### src/rsc_defs.vh
// Constants for the reset source controller
`ifndef RSC_DEFS_VH
`define RSC_DEFS_VH
`define RSC_ADDR_SRC 12'h000
`define RSC_ADDR_CTRL 12'h004
`define RSC_ADDR_IRQ_STAT 12'h008
`define RSC_ADDR_IRQ_MASK 12'h00C
`define RSC_BIT_PIN 0
`define RSC_BIT_VMON 1
`define RSC_BIT_CLK 2
`define RSC_BIT_CMP 5
`define RSC_BIT_WDT 3
`define RSC_BIT_FLASH 6
`define RSC_BIT_SOFT 4
`define RSC_BIT_MON_EN 0
`define RSC_NSRC 7
`define RSC_HOLD_CYCLES 8'h08
`define RSC_CLK_WIN_NS 100
`define RSC_CLK_PERIOD_NS 5
`define RSC_ZERO32 32'h00000000
`endif

### src/rsc_sync.v
// Two-flop synchroniser for one level input
`timescale 1ns/1ps
module rsc_sync #(
   parameter RESET_VAL = 1'b0
) (
   input wire pclk,
   input wire presetn,
   input wire din,
   output reg dout
);
   reg stage1;
   always @(posedge pclk or negedge presetn) begin
      if (!presetn) begin
         stage1 <= RESET_VAL;
         dout <= RESET_VAL;
      end else begin
         stage1 <= din;
         dout <= stage1;
      end
   end
endmodule // rsc_sync

### src/rsc_reset_source_controller.v
// Reset source controller: combines reset causes, records the last cause, APB registers
`timescale 1ns/1ps
`include "rsc_defs.vh"
module rsc_reset_source_controller #(
   parameter HOLD_CYCLES = `RSC_HOLD_CYCLES,
   parameter CLK_WIN_NS = `RSC_CLK_WIN_NS
) (
   input wire pclk,
   input wire presetn,
   input wire psel,
   input wire penable,
   input wire pwrite,
   input wire [11:0] paddr,
   input wire [31:0] pwdata,
   output reg [31:0] prdata,
   output reg pready,
   output reg pslverr,
   input wire ext_reset_n,
   input wire sys_clk_mon,
   input wire comparator_out,
   input wire supply_monitor_low,
   input wire watchdog_expired,
   input wire flash_write_above,
   input wire flash_read_above,
   input wire fetch_above,
   input wire flash_secure_block,
   output reg sys_reset_n,
   output reg supply_monitor_enable,
   output reg irq
);
   localparam WIN_CYC = (CLK_WIN_NS + `RSC_CLK_PERIOD_NS - 1) / `RSC_CLK_PERIOD_NS;
   localparam [7:0] WIN_CYC8 = WIN_CYC[7:0];
   localparam [7:0] HOLD8 = HOLD_CYCLES[7:0];
   localparam ST_RUN = 1'b0;
   localparam ST_RESET = 1'b1;

   wire ext_n_s;
   wire clk_mon_s;
   wire cmp_s;
   wire vmon_s;
   wire wdt_s;
   wire fwa_s;
   wire fra_s;
   wire fet_s;
   wire fsb_s;

   // Reset values of the synchronisers are chosen so no cause is seen during reset
   // Pin and comparator idle high, so their stages reset high
   rsc_sync #(.RESET_VAL(1'b1)) u_ext (
      .pclk(pclk),
      .presetn(presetn),
      .din(ext_reset_n),
      .dout(ext_n_s)
   );
   rsc_sync #(.RESET_VAL(1'b0)) u_clk (
      .pclk(pclk),
      .presetn(presetn),
      .din(sys_clk_mon),
      .dout(clk_mon_s)
   );
   rsc_sync #(.RESET_VAL(1'b1)) u_cmp (
      .pclk(pclk),
      .presetn(presetn),
      .din(comparator_out),
      .dout(cmp_s)
   );
   rsc_sync #(.RESET_VAL(1'b0)) u_vmon (
      .pclk(pclk),
      .presetn(presetn),
      .din(supply_monitor_low),
      .dout(vmon_s)
   );
   rsc_sync #(.RESET_VAL(1'b0)) u_wdt (
      .pclk(pclk),
      .presetn(presetn),
      .din(watchdog_expired),
      .dout(wdt_s)
   );
   rsc_sync #(.RESET_VAL(1'b0)) u_fwa (
      .pclk(pclk),
      .presetn(presetn),
      .din(flash_write_above),
      .dout(fwa_s)
   );
   rsc_sync #(.RESET_VAL(1'b0)) u_fra (
      .pclk(pclk),
      .presetn(presetn),
      .din(flash_read_above),
      .dout(fra_s)
   );
   rsc_sync #(.RESET_VAL(1'b0)) u_fet (
      .pclk(pclk),
      .presetn(presetn),
      .din(fetch_above),
      .dout(fet_s)
   );
   rsc_sync #(.RESET_VAL(1'b0)) u_fsb (
      .pclk(pclk),
      .presetn(presetn),
      .din(flash_secure_block),
      .dout(fsb_s)
   );

   reg state;
   reg [7:0] hold_cnt;
   reg [7:0] win_cnt;
   reg clk_mon_d;
   reg clk_loss_enable;
   reg cmp_enable;
   reg vmon_src_enable;
   reg soft_req;
   reg [6:0] cause_flags;
   reg [6:0] latched_cause;
   reg [6:0] irq_stat;
   reg [6:0] irq_mask;
   reg [31:0] next_prdata;
   reg cmp_active;

   wire apb_setup = psel && !penable;
   wire apb_acc = psel && penable && pready;
   wire apb_wr = apb_acc && pwrite;
   wire apb_rd = apb_acc && !pwrite;
   wire hit_src = (paddr == `RSC_ADDR_SRC);
   wire hit_ctrl = (paddr == `RSC_ADDR_CTRL);
   wire hit_stat = (paddr == `RSC_ADDR_IRQ_STAT);
   wire hit_mask = (paddr == `RSC_ADDR_IRQ_MASK);
   wire hit_any = hit_src || hit_ctrl || hit_stat || hit_mask;

   wire clk_edge = clk_mon_s ^ clk_mon_d;
   wire clk_lost = clk_loss_enable && (win_cnt == WIN_CYC8);
   wire flash_err = fwa_s || fra_s || fet_s || fsb_s;
   wire soft_wr = apb_wr && hit_src && pwdata[`RSC_BIT_SOFT];

   // Causes in priority order; only one is recorded per reset
   reg [6:0] now_cause;
   always @* begin
      now_cause = 7'h00;
      if (!ext_n_s) begin
         now_cause[`RSC_BIT_PIN] = 1'b1;
      end else if (vmon_src_enable && vmon_s) begin
         now_cause[`RSC_BIT_VMON] = 1'b1;
      end else if (clk_lost) begin
         now_cause[`RSC_BIT_CLK] = 1'b1;
      end else if (cmp_enable && !cmp_s) begin
         now_cause[`RSC_BIT_CMP] = 1'b1;
      end else if (wdt_s) begin
         now_cause[`RSC_BIT_WDT] = 1'b1;
      end else if (flash_err) begin
         now_cause[`RSC_BIT_FLASH] = 1'b1;
      end else if (soft_req) begin
         now_cause[`RSC_BIT_SOFT] = 1'b1;
      end
   end
   wire any_cause = |now_cause;

   // Clock-loss one-shot, restarted by every edge of the monitored clock
   always @(posedge pclk or negedge presetn) begin
      if (!presetn) begin
         clk_mon_d <= 1'b0;
         win_cnt <= 8'h00;
      end else begin
         clk_mon_d <= clk_mon_s;
         if (clk_edge || !clk_loss_enable || state == ST_RESET) begin
            win_cnt <= 8'h00;
         end else if (win_cnt != WIN_CYC8) begin
            win_cnt <= win_cnt + 8'h01;
         end
      end
   end

   // Reset sequencer: held while the pin or comparator cause stays, then a minimum stretch
   always @(posedge pclk or negedge presetn) begin
      if (!presetn) begin
         state <= ST_RESET;
         hold_cnt <= HOLD8;
         latched_cause <= 7'h00;
         sys_reset_n <= 1'b0;
      end else begin
         case (state)
            ST_RUN: begin
               sys_reset_n <= 1'b1;
               if (any_cause) begin
                  state <= ST_RESET;
                  latched_cause <= now_cause;
                  hold_cnt <= HOLD8;
                  sys_reset_n <= 1'b0;
               end
            end
            ST_RESET: begin
               sys_reset_n <= 1'b0;
               if (!ext_n_s || (cmp_active && !cmp_s)) begin
                  hold_cnt <= HOLD8;
               end else if (hold_cnt != 8'h00) begin
                  hold_cnt <= hold_cnt - 8'h01;
               end else begin
                  state <= ST_RUN;
                  sys_reset_n <= 1'b1;
               end
            end
            default: begin
               state <= ST_RESET;
            end
         endcase
      end
   end

   // Flags are committed on exit, so only the latest cause reads 1
   always @(posedge pclk or negedge presetn) begin
      if (!presetn) begin
         cause_flags <= 7'h00;
         cmp_active <= 1'b0;
      end else begin
         if (state == ST_RUN && any_cause) begin
            cmp_active <= now_cause[`RSC_BIT_CMP];
         end
         if (state == ST_RESET && !(!ext_n_s || (cmp_active && !cmp_s)) && hold_cnt == 8'h00) begin
            cause_flags <= latched_cause;
         end
      end
   end

   // Enables; a system reset clears the source enables, the supply monitor bit survives
   always @(posedge pclk or negedge presetn) begin
      if (!presetn) begin
         clk_loss_enable <= 1'b0;
         cmp_enable <= 1'b0;
         vmon_src_enable <= 1'b0;
         soft_req <= 1'b0;
         supply_monitor_enable <= 1'b0;
      end else if (state == ST_RESET) begin
         clk_loss_enable <= 1'b0;
         cmp_enable <= 1'b0;
         vmon_src_enable <= 1'b0;
         soft_req <= 1'b0;
      end else begin
         soft_req <= soft_wr;
         if (apb_wr && hit_src) begin
            clk_loss_enable <= pwdata[`RSC_BIT_CLK];
            cmp_enable <= pwdata[`RSC_BIT_CMP];
            vmon_src_enable <= pwdata[`RSC_BIT_VMON];
         end
         if (apb_wr && hit_ctrl) begin
            supply_monitor_enable <= pwdata[`RSC_BIT_MON_EN];
         end
      end
   end

   // Interrupt status: set on reset exit, cleared by a read; a set wins over the clear
   wire [6:0] set_evt = (state == ST_RESET && hold_cnt == 8'h00 && ext_n_s && !(cmp_active && !cmp_s))
                        ? latched_cause : 7'h00;
   always @(posedge pclk or negedge presetn) begin
      if (!presetn) begin
         irq_stat <= 7'h00;
         irq_mask <= 7'h00;
         irq <= 1'b0;
      end else begin
         if (apb_rd && hit_stat) begin
            irq_stat <= set_evt;
         end else begin
            irq_stat <= irq_stat | set_evt;
         end
         if (apb_wr && hit_mask) begin
            irq_mask <= pwdata[6:0];
         end
         irq <= |(irq_stat & irq_mask);
      end
   end

   // Source register read: flag bits, with the live vmon_src_enable ORed into the VMON bit
   always @* begin
      next_prdata = `RSC_ZERO32;
      if (hit_src) begin
         next_prdata[6:0] = cause_flags;
         next_prdata[`RSC_BIT_VMON] = vmon_src_enable | cause_flags[`RSC_BIT_VMON];
      end else if (hit_ctrl) begin
         next_prdata[`RSC_BIT_MON_EN] = supply_monitor_enable;
      end else if (hit_stat) begin
         next_prdata[6:0] = irq_stat;
      end else if (hit_mask) begin
         next_prdata[6:0] = irq_mask;
      end
   end

   // APB slave: no wait states, read data registered during setup
   always @(posedge pclk or negedge presetn) begin
      if (!presetn) begin
         prdata <= `RSC_ZERO32;
         pready <= 1'b0;
         pslverr <= 1'b0;
      end else begin
         if (apb_setup) begin
            pready <= 1'b1;
            pslverr <= !hit_any;
            prdata <= pwrite ? `RSC_ZERO32 : next_prdata;
         end else begin
            pready <= 1'b0;
            pslverr <= 1'b0;
         end
      end
   end
   // The external reset pin is input only here; internal causes never drive it
endmodule // rsc_reset_source_controller

### config.mk
export PLATFORM = sky130hd
export DESIGN_NAME = rsc_reset_source_controller
export DESIGN_NICKNAME = d
export VERILOG_FILES = /design/src/rsc_sync.v /design/src/rsc_reset_source_controller.v
export VERILOG_INCLUDE_DIRS = /design/src /design/src/src
export SDC_FILE = /design/constraint.sdc
export NUM_CORES = 1
export LEC_CHECK = 0
export ABC_AREA = 1
export BUFFER_PORTS_ARGS = -buffer_cell sky130_fd_sc_hd__buf_2
export CAP_MARGIN = 5
export CORE_ASPECT_RATIO = 0.9
export CORE_MARGIN = 2
export CORE_UTILIZATION = 45
export DETAILED_ROUTE_END_ITERATION = 10
export PLACE_DENSITY = 0.72
export SLEW_MARGIN = 20
export SYNTH_ARGS = -nofsm -noshare
export SYNTH_HDL_FRONTEND = slang
export SYNTH_HIERARCHICAL = 1
export SYNTH_SLANG_ARGS = --single-unit
### constraint.sdc
create_clock -name pclk -period 1.4 [get_ports pclk]
set_input_delay 0.14 -clock pclk [delete_from_list [all_inputs] [get_ports pclk]]
set_output_delay 0.14 -clock pclk [all_outputs]
set_load 0.01 [all_outputs]
==> metrics.md, run 1 <==
| Metric | Value |
|---|---|
| Pre-antenna DRT Iters | 4 |
| Max stage delay cell, worst path | dfstp_2 |
| TritonCTS clock tree | yes |
| ANT cells | 0 |
| Unrepaired setup endpoints after global routing | yes |
| Crit Path Max Fanout | 5 |
| CP required | about 1.7 ns |
| RR Endpoint | hold_cnt[1] |
| Crit path largest cell delay | 0.57 ns |
| Detailed Route Iter0 Violations | about 130 |
| I/O Buffers | 44 |
| Hold Path Sink | soft_req |
| Synth Area in Compound Gates | around a tenth |
| Post-route minimum period | ~1.5 ns |
| Full die area | roughly 9000 µm² |
| Routability cong. | about 0.85 |
| Gr usage total | about a fifth |
| Worst-path clk slew | about 0.080 ns |
| Nets | 603 |
| Overall die height | 91.32 µm |
| Buf/Inv on CP | 2 |
| Mapped Avg Cell Area | ~9 µm² |
| Main combinational cell family by area after synthesis | simple AND/OR/NAND/NOR gates |
| Register area share after synthesis | between 50% and 60% |
| FILL cells | around 640 |
| Maxcap violations | 0 |
| Critical-path cell list | inv_1 > nor2_4 > nand4_4 > nand2_8 > nor2_4 > buf_4 > a21oi_2 |
| Initial Utilization | about 47% |
| Worst setup margin | -0.1090 ns |
| Xor/xnor share of the synthesized area | less than 1% |
| Mux cell area share after synthesis | 0.3938% |
| Flops & latches, synth | 80 |
| Kind of critical path | reg2reg |
| Critical path depth | 7 |
| CTS Sinks | 80 |
| Max IR drop VDD | ~0.0012 V |
| Worst-Skew Late Latency | 0.36 ns |
| Critical Path Sink Type | register |
| Status | complete, but fails checks |
| Share of cells above drive strength 1 | a little under two fifths |
| Synth Area in Simple Gates | between 20 and 25% |
| Vias in the first global route | roughly 3000 |
| Slew Viols, Final | 0 |
| Synth Area in Adders | less than 1% |
| Wire length per cell | 13.92 µm |
| Netlist Area Pre-Place | between 3000 and 4000 µm² |
| # DRC | 0 |
| DR vias | around 3300 |
| DRT antenna net count | 0 |
| Delay-heaviest family, CP | simple AND/OR/NAND/NOR gates |
| Synth Warn # | 6 |
| Area Overhead vs Synth | 34.79% |
| Maximum clock path buffer count | 2 |
| Leakage Power | ~2.5 nW |
| Final worst-path cycle share | 107.8% |
| IO Pins | 95 |
| Clock skew | roughly 0.0098 ns |
| Drt total wl | roughly 9000 µm |
| Startpoint Class | register |
| Worst slack, placed | -0.1560 ns |
| DR vias/cell | 5.040 |
| HP Class | in2reg |
| Flop-to-flop setup slack | -0.11 ns |
| Failing checks | negative setup slack |
| First-pass GRT wire length | around 14000 µm |
| Overflow after GRT | 0 |
| Fmax | around 0.66 GHz |
| Commonest cells after routing, fill and taps aside | 74 x dfrtp_1, 61 x nand2_1, 50 x buf_4, 45 x inv_1, 43 x buf_2 |
| Pwr Density | approximately 1200 nW/µm² |
| Worst Reg-to-Reg Cells | 7 |
| Row cnt | 31 |
| Final hold vios | 0 |
| Die X | between 100 and 150 µm |
| Initial antenna violation count | 0 |
| Most common cell type on the critical path | nor2_4 |
| Largest net degree at the start of global routing | 36 |
| Clk root buf | clkbuf_8 |
| Hold_sp | pwdata[4] |
| H-tree levels | 3 |
| Synth unique cells | between 40 and 50 |
| Fin util | ~63% |
| CORE AREA | around 8000 µm² |
| Cells on Worst Hold Path | 3 |
| Syn Inst Count | ~420 |
| Num CTS Buffers | 9 |
| Critical path arrival | roughly 1.8 ns |
| Most common cell after layout, fill and taps aside | dfrtp_1 |
| Endpoints failing setup | 16 |
| R2R Path Start | u_ext/dout |
| Post-DP HPWL | between 6000 and 7000 µm |
-- metrics by stage --
stage / cell area [µm²] / total power, mW / hold WS (ns) / TNS [ns] / std cells
after floorplan: 3939 / 3.416 / -0.1556 / -0.01848 / 447
after global placement: 4379 / 3.801 / 0.04127 / -0.5569 / 601
after detailed placement: 4379 / 3.840 / 0.03446 / -1.634 / 601
after CTS: 4827 / 5.725 / 0.03220 / -1.036 / 635
after global routing: 5139 / 6.462 / 0.04803 / -2.811 / 646
final: 5139 / 6.134 / 0.04415 / -1.068 / 646
-- cell usage after synthesis (all sizes together) --
| cell | number | share of area, % |
|---|---|---|
| a221oi | 1 | 0.23 |
| or2 | 1 | 0.16 |
| dfstp | 6 | 4.1 |
| o2111ai | 1 | 0.23 |
| xor2 | 2 | 0.46 |
| nor3 | 10 | 2.0 |
| nor2 | 39 | 4.8 |
| nand2 | 80 | 8.7 |
| o22ai | 9 | 1.5 |
| mux2 | 1 | 0.39 |
| dfrtp | 74 | 49 |
| nand4 | 9 | 2.0 |
| conb | 1 | 0.098 |
| ha | 3 | 0.98 |
| o31ai | 2 | 0.53 |
| buf | 29 | 5.7 |
| a21oi | 12 | 1.8 |
| nor4 | 2 | 0.33 |
| inv | 65 | 6.4 |
| nand3 | 33 | 4.9 |
| a31oi | 1 | 0.16 |
| xnor2 | 1 | 0.23 |
| o21ai | 37 | 5.0 |
| o211ai | 2 | 0.53 |
| clkinv | 2 | 0.20 |
-- registers in the layout (all words and copies together) (netlist names), 7 cells and up --
signal and flops:
cause_flags 7, hold_cnt 8, irq_mask 7, irq_stat 7
latched_cause 7, prdata 7, win_cnt 8
-- power by group --
part | internal [mW] | switching [mW] | total (mW)
clock | 0.839 | 0.896 | 1.74
sequential | 2.52 | 0.148 | 2.67
combinational | 0.743 | 0.985 | 1.73
total | 4.10 | 2.03 | 6.13
-- worst max-delay path by stage --
stage                 from                to  slack (ns)
5_1_grt         win_cnt[0]       hold_cnt[6]       -0.19
4_1_cts         u_ext/dout  latched_cause[4]       -0.11
6_report        u_ext/dout       hold_cnt[1]       -0.11
2_1_floorplan  hold_cnt[0]       hold_cnt[2]       -0.02
3_3_place_gp    win_cnt[1]       hold_cnt[7]       -0.08
3_5_place_dp    win_cnt[1]       hold_cnt[7]       -0.16
-- cell type report --
type                       instances  area (µm²)  share of cell area (%)
sequential                        80        2009                   39.10
clock inverter                     7       77.57                   1.510
multi-input combinational        274        1743                   33.92
inverter                          67       265.3                   5.162
timing repair buffer             110       795.8                   15.49
tap                               99       123.9                   2.411
clock buffer                       9       123.9                   2.411
-- cell families after synthesis --
group | after synthesis
AND/OR/NAND/NOR | 174
buffers and inverters | 96
flip-flops | 80
AO/OA/AOI/OAI | 65
adder cells (fa/ha/maj) | 3
XOR/XNOR | 3
other | 1
multiplexers | 1
-- per-layer routing --
metal | vias to the layer above | part of all wire, % | GRT usage [%]
met5 | - | 0 | 0
met4 | 0 | 1.7 | 6.194
met3 | 16 | 5.5 | 4.850
met2 | 97 | 50 | 31.89
met1 | 1579 | 43 | 23.98
li1 | 1564 | - | -
-- repair_timing --
action,CTS,global route
endpoints found under the hold margin,85,0
pin swaps,9,13
setup endpoints to repair,26,46
hold buffers,13,0
resized for setup,23,51
gates cloned,0,3
buffers inserted,5,8
-- tightest hold or removal path, cell delays in order --
cell and delay, ns:
buf_2 0.09, inv_1 0.06, nor3_1 0.06
Power figures use the tool's default switching activity.
==> run 2: changes to the inputs <==
--- a/config.mk
+++ b/config.mk
@@ -12,8 +12,10 @@
 export CORE_ASPECT_RATIO = 0.9
 export CORE_MARGIN = 2
 export CORE_UTILIZATION = 45
+export CTS_CLUSTER_SIZE = 16
 export DETAILED_ROUTE_END_ITERATION = 10
 export PLACE_DENSITY = 0.72
+export RECOVER_POWER = 50
 export SLEW_MARGIN = 20
 export SYNTH_ARGS = -nofsm -noshare
 export SYNTH_HDL_FRONTEND = slang
==> metrics.md, run 2 (same netlist as run 1, synthesis figures left out) <==
| Metric | Value |
|---|---|
| Failing checks | negative setup slack |
| Worst-path clk slew | about 0.080 ns |
| I/O Buffers | 44 |
| Worst setup margin | -0.1095 ns |
| Commonest cells after routing, fill and taps aside | 74 x dfrtp_1, 61 x nand2_1, 48 x buf_4, 45 x inv_1, 43 x buf_2 |
| Leakage Power | 2.516 nW |
| Gate power share | approximately 28% |
| Psw | 2.027 mW |
| Initial antenna violation count | 0 |
| Int Pwr | 4.098 mW |
| Pwr Density | roughly 1200 nW/µm² |
| R2R Path Start | state |
| Clock power share | ~28% |
| H-tree levels | 3 |
| Critical path arrival | approximately 1.8 ns |
| Status | complete, but fails checks |
| Hold_sp | pwdata[4] |
| Total power | 6.125 mW |
| CP required | between 1.5 and 2 ns |
| Num CTS Buffers | 9 |
| Final worst-path cycle share | 107.8% |
| Layout Cells excl Fill | approximately 650 |
| ANT cells | 0 |
| Full die area | ~9200 µm² |
| DR vias | about 3300 |
| CORE AREA | around 8000 µm² |
| Crit path largest cell delay | around 0.6 ns |
| Critical-path cell list | clkinvlp_4 > buf_4 > nor4_1 > nand3_1 > nand2_1 |
| Pre-antenna DRT Iters | 4 |
| Final hold vios | 0 |
| Nets | 603 |
| IO Pins | 95 |
| Initial Utilization | roughly 47% |
| Worst slack, placed | -0.1560 ns |
| FILL cells | 640 |
| Detailed Route Iter0 Violations | 134 |
| Drt total wl | around 9000 µm |
| Register Area | approximately 2000 µm² |
| TritonCTS clock tree | yes |
| DRT antenna net count | 0 |
| Post-route minimum period | 1.510 ns |
| Max IR drop VDD | between 0.001 and 0.0015 V |
| Gr usage total | a little under a fifth |
| Clk root buf | clkbuf_8 |
| Overflow after GRT | 0 |
| Worst-Skew Late Latency | 0.36 ns |
| Largest net degree at the start of global routing | 36 |
| Overall die height | roughly 90 µm |
| Endpoints failing setup | 16 |
| Area Overhead vs Synth | 34.33% |
| Placed Cells incl. Taps | ~600 |
| Flop-to-flop setup slack | -0.11 ns |
| WHS | 0.04344 ns |
| Hold Path Sink | soft_req |
| Most common cell after layout, fill and taps aside | dfrtp_1 |
| Critical Path Sink Type | register |
| Kind of critical path | reg2reg |
| Fmax | 0.6625 GHz |
| Maxcap violations | 0 |
| Wire length per cell | 13.87 µm |
| CTS Sinks | 80 |
| # DRC | 0 |
| Unrepaired setup endpoints after global routing | yes |
| Multi-input combinational cell area | around 1700 µm² |
| Share of power burned in registers | a little over two fifths |
| HP Class | in2reg |
| Startpoint Class | register |
| Clock skew | 0.01180 ns |
| Worst Reg-to-Reg Cells | 5 |
| Crit Path Max Fanout | 5 |
| Slew Viols, Final | 0 |
| Routability cong. | roughly 0.85 |
| DR vias/cell | around 5.1 |
| Share of cells above drive strength 1 | a little under two fifths |
| Max stage delay cell, worst path | dfstp_2 |
| Maximum clock path buffer count | 2 |
| First-pass GRT wire length | 13720 µm |
| RR Endpoint | hold_cnt[6] |
| Vias in the first global route | ~3000 |
| Cells on Worst Hold Path | 3 |
| Die X | 101.0 µm |
| Switching share of power | approximately 33% |
| Post-DP HPWL | between 6000 and 7000 µm |
| Row cnt | 31 |
| Biggest regs | hold_cnt x8, win_cnt x8 |
-- run 2: changes by cell type in the layout (fill, tap and decap cells not counted), sizes merged --
cell	previous run	this run
buf	97	94
clkbuf	9	12
-- run 2: power by group through the flow --
stage,Sequential [mW],Combinational (mW),Clock (mW)
2_1_floorplan,2.67,0.749,0
3_3_place_gp,2.68,1.12,0
3_5_place_dp,2.69,1.15,0
4_1_cts,2.65,1.29,1.79
5_1_grt,2.70,1.90,1.85
6_report,2.67,1.72,1.73
-- run 2: how the worst max path moves through the flow --
stage                     slack (ns)        start  depth (start not counted)               end
after floorplan                -0.02  hold_cnt[0]                         11       hold_cnt[2]
after global placement         -0.08   win_cnt[1]                         11       hold_cnt[7]
after detailed placement       -0.16   win_cnt[1]                         11       hold_cnt[7]
after CTS                      -0.11   u_ext/dout                          9  latched_cause[4]
after global routing           -0.19   win_cnt[0]                         12       hold_cnt[6]
final                          -0.11        state                          5       hold_cnt[6]
-- run 2: what timing repair did --
| item | in CTS | in global routing |
|---|---|---|
| setup buffers | 5 | 8 |
| endpoints found under the setup margin | 26 | 46 |
| endpoints found under the hold margin | 85 | 0 |
| pin swaps | 9 | 13 |
| gates resized for setup | 23 | 51 |
| cloned | 0 | 3 |
| hold buffers | 13 | 0 |
-- run 2: routing by layer --
metal	GRT usage (%)	wire, µm	part of all wire [%]	vias to the layer above
met1	23.98	3868	43	1593
met3	4.850	478	5.3	18
li1	-	-	-	1566
met5	0	0	0	-
met2	31.89	4450	50	95
met4	6.194	160	1.8	0
-- run 2: final cells by class --
type                       instances  share of cell area, %
clock buffer                       9                  2.419
clock inverter                     7                  1.515
inverter                          67                  5.180
multi-input combinational        274                  34.03
sequential                        80                  39.24
tap                               99                  2.419
timing repair buffer             110                  15.20
-- run 2: stage by stage --
| step | TNS (ns) | utilization, % | instance area (µm²) |
|---|---|---|---|
| final | -1.079 | 62.87 | 5121 |
| after global routing | -2.811 | 62.87 | 5121 |
| after CTS | -1.036 | 59.26 | 4827 |
| after detailed placement | -1.634 | 53.76 | 4379 |
| after global placement | -0.5569 | 53.76 | 4379 |
| after floorplan | -0.01848 | - | 3939 |
-- run 2: critical path, delay by kind of cell, from the launching register on --
family        cells  cell delay (ns)
flops             1             0.61
simple gates      3             0.48
buf+inv           2             0.36
==> run 3: changes to the inputs <==
--- a/config.mk
+++ b/config.mk
@@ -14,6 +14,7 @@
 export CORE_UTILIZATION = 45
 export CTS_CLUSTER_SIZE = 16
 export DETAILED_ROUTE_END_ITERATION = 10
+export HOLD_SLACK_MARGIN = 0.12
 export PLACE_DENSITY = 0.72
 export RECOVER_POWER = 50
 export SLEW_MARGIN = 20
==> metrics.md, run 3 (same netlist as run 1, synthesis figures left out) <==
| Metric | Value |
|---|---|
| FILL cells | between 600 and 700 |
| Total power | a little over 6 mW |
| Share of cells above drive strength 1 | 37.41% |
| Wire length per cell | between 10 and 15 µm |
| Detailed Route Iter0 Violations | 143 |
| Initial Utilization | 46.80% |
| Worst slack, placed | -0.1560 ns |
| Cell Area, Placed | ~4400 µm² |
| R2R Path Start | u_ext/dout |
| Row cnt | 31 |
| Full die area | just over 9000 µm² |
| Area Overhead vs Synth | 36.63% |
| Num CTS Buffers | 9 |
| DR vias | ~3300 |
| Max IR drop VDD | between 0.001 and 0.0015 V |
| CTS Sinks | 80 |
| H-tree levels | 3 |
| Largest net degree at the start of global routing | 36 |
| Gr usage total | 19.25% |
| Most common cell after layout, fill and taps aside | dfrtp_1 |
| Pwr Density | 1181 nW/µm² |
| Slew Viols, Final | 0 |
| Startpoint Class | register |
| Biggest regs | hold_cnt x8, win_cnt x8 |
| Maximum clock path buffer count | 2 |
| Leakage Power | 2.557 nW |
| HP Class | in2reg |
| Worst-Skew Late Latency | 0.36 ns |
| Post-DP HPWL | 6106 µm |
| Most common cell type on the critical path | nor2_4 |
| Pre-antenna DRT Iters | 4 |
| Status | complete, but fails checks |
| Commonest cells after routing, fill and taps aside | 74 x dfrtp_1, 61 x nand2_1, 49 x buf_4, 45 x inv_1, 43 x buf_2 |
| Maxcap violations | 0 |
| TritonCTS clock tree | yes |
| Unrepaired setup endpoints after global routing | yes |
| IO Pins | 95 |
| Overall die height | roughly 91 µm |
| Kind of critical path | reg2reg |
| Final instance area | around 5200 µm² |
| Final setup TNS | -1.161 ns |
| Nets | roughly 610 |
| Hold_sp | psel |
| DRT antenna net count | 0 |
| Overflow after GRT | 0 |
| Post-route minimum period | about 1.5 ns |
| Final worst-path cycle share | 108.1% |
| Worst setup margin | -0.1141 ns |
| Critical path arrival | approximately 1.8 ns |
| Clock skew | 0.01126 ns |
| Initial antenna violation count | 0 |
| # DRC | 0 |
| Crit Path Max Fanout | 5 |
| Die X | between 100 and 150 µm |
| DR vias/cell | 5.041 |
| ANT cells | 0 |
| Endpoints failing setup | 17 |
| Clk root buf | clkbuf_8 |
| CORE AREA | between 8000 and 9000 µm² |
| Drt total wl | roughly 9100 µm |
| Max stage delay cell, worst path | dfstp_2 |
| Fmax | 0.6605 GHz |
| Crit path largest cell delay | 0.57 ns |
| CP required | approximately 1.7 ns |
| Failing checks | negative setup slack |
| Critical-path cell list | inv_1 > nor2_4 > nand4_4 > nand2_8 > nor2_4 > buf_4 > a21oi_2 |
| Worst-path clk slew | ~0.090 ns |
| Critical Path Sink Type | register |
| Final hold vios | 0 |
| Routability cong. | about 0.85 |
| Fin util | 63.95% |
| Critical Path Source | u_ext/dout |
| I/O Buffers | 44 |
| First-pass GRT wire length | roughly 14000 µm |
| Vias in the first global route | 3039 |
-- run 3: cell types whose count changed in the layout (fill, tap and decap cells not counted), sizes merged --
cell         before  now
dlygate4sd3      13   21
buf              94   95
-- run 3: repair_timing --
action,in CTS,in global routing
buffers inserted,5,9
gates resized for setup,23,51
pin swaps,9,13
endpoints found under the setup margin,26,46
hold buffers,21,0
hold endpoints to repair,98,0
gates cloned,0,3
-- run 3: area by class of cell --
class | instances | area [µm²] | share of cell area [%]
Sequential cell | 80 | 2009 | 38.58
Multi-Input combinational cell | 274 | 1743 | 33.46
Timing Repair Buffer | 119 | 865.8 | 16.62
Inverter | 67 | 265.3 | 5.092
Clock buffer | 9 | 123.9 | 2.378
Tap cell | 99 | 123.9 | 2.378
Clock inverter | 7 | 77.57 | 1.489
-- run 3: final timing paths --
| path | end | slack, ns | depth (start not counted) |
|---|---|---|---|
| max in group asynchronous | hold_cnt[3] | 0.23 | 3 |
| min in group asynchronous | irq_stat[2] | 0.26 | 2 |
| worst max register to register | hold_cnt[1] | -0.11 | 7 |
| worst min register to register | u_wdt/dout | 0.35 | 0 |
| worst max-delay path | hold_cnt[1] | -0.11 | 7 |
| worst min-delay path | prdata[0] | 0.23 | 7 |
-- run 3: power breakdown --
part	total, mW	internal, mW	switching, mW	leakage [nW]
clock	1.73	0.839	0.890	0.100
sequential	2.67	2.52	0.147	0.996
combinational	1.75	0.758	0.994	1.46
total	6.15	4.12	2.03	2.56
-- run 3: critical path, delay by kind of cell, from the launching register on --
family,cells,cell delay (ns)
flops,1,0.57
buf+inv,2,0.21
simple gates,4,0.57
compound gates,1,0.09
-- run 3: layer usage --
layer  global-route usage [%]  share of wire, %  vias up
met2                    32.33                50      107
met5                        0                 0        -
met1                    24.17                43     1598
met3                    4.773               5.9       16
li1                         -                 -     1581
met4                    6.532               1.4        0
-- run 3: per-stage QoR --
stage               hold slack [ns]  instances
floorplan                   -0.1556        447
global placement            0.04127        601
detailed placement          0.03446        601
CTS                          0.1922        643
global route                 0.2540        655
finish                       0.2319        655
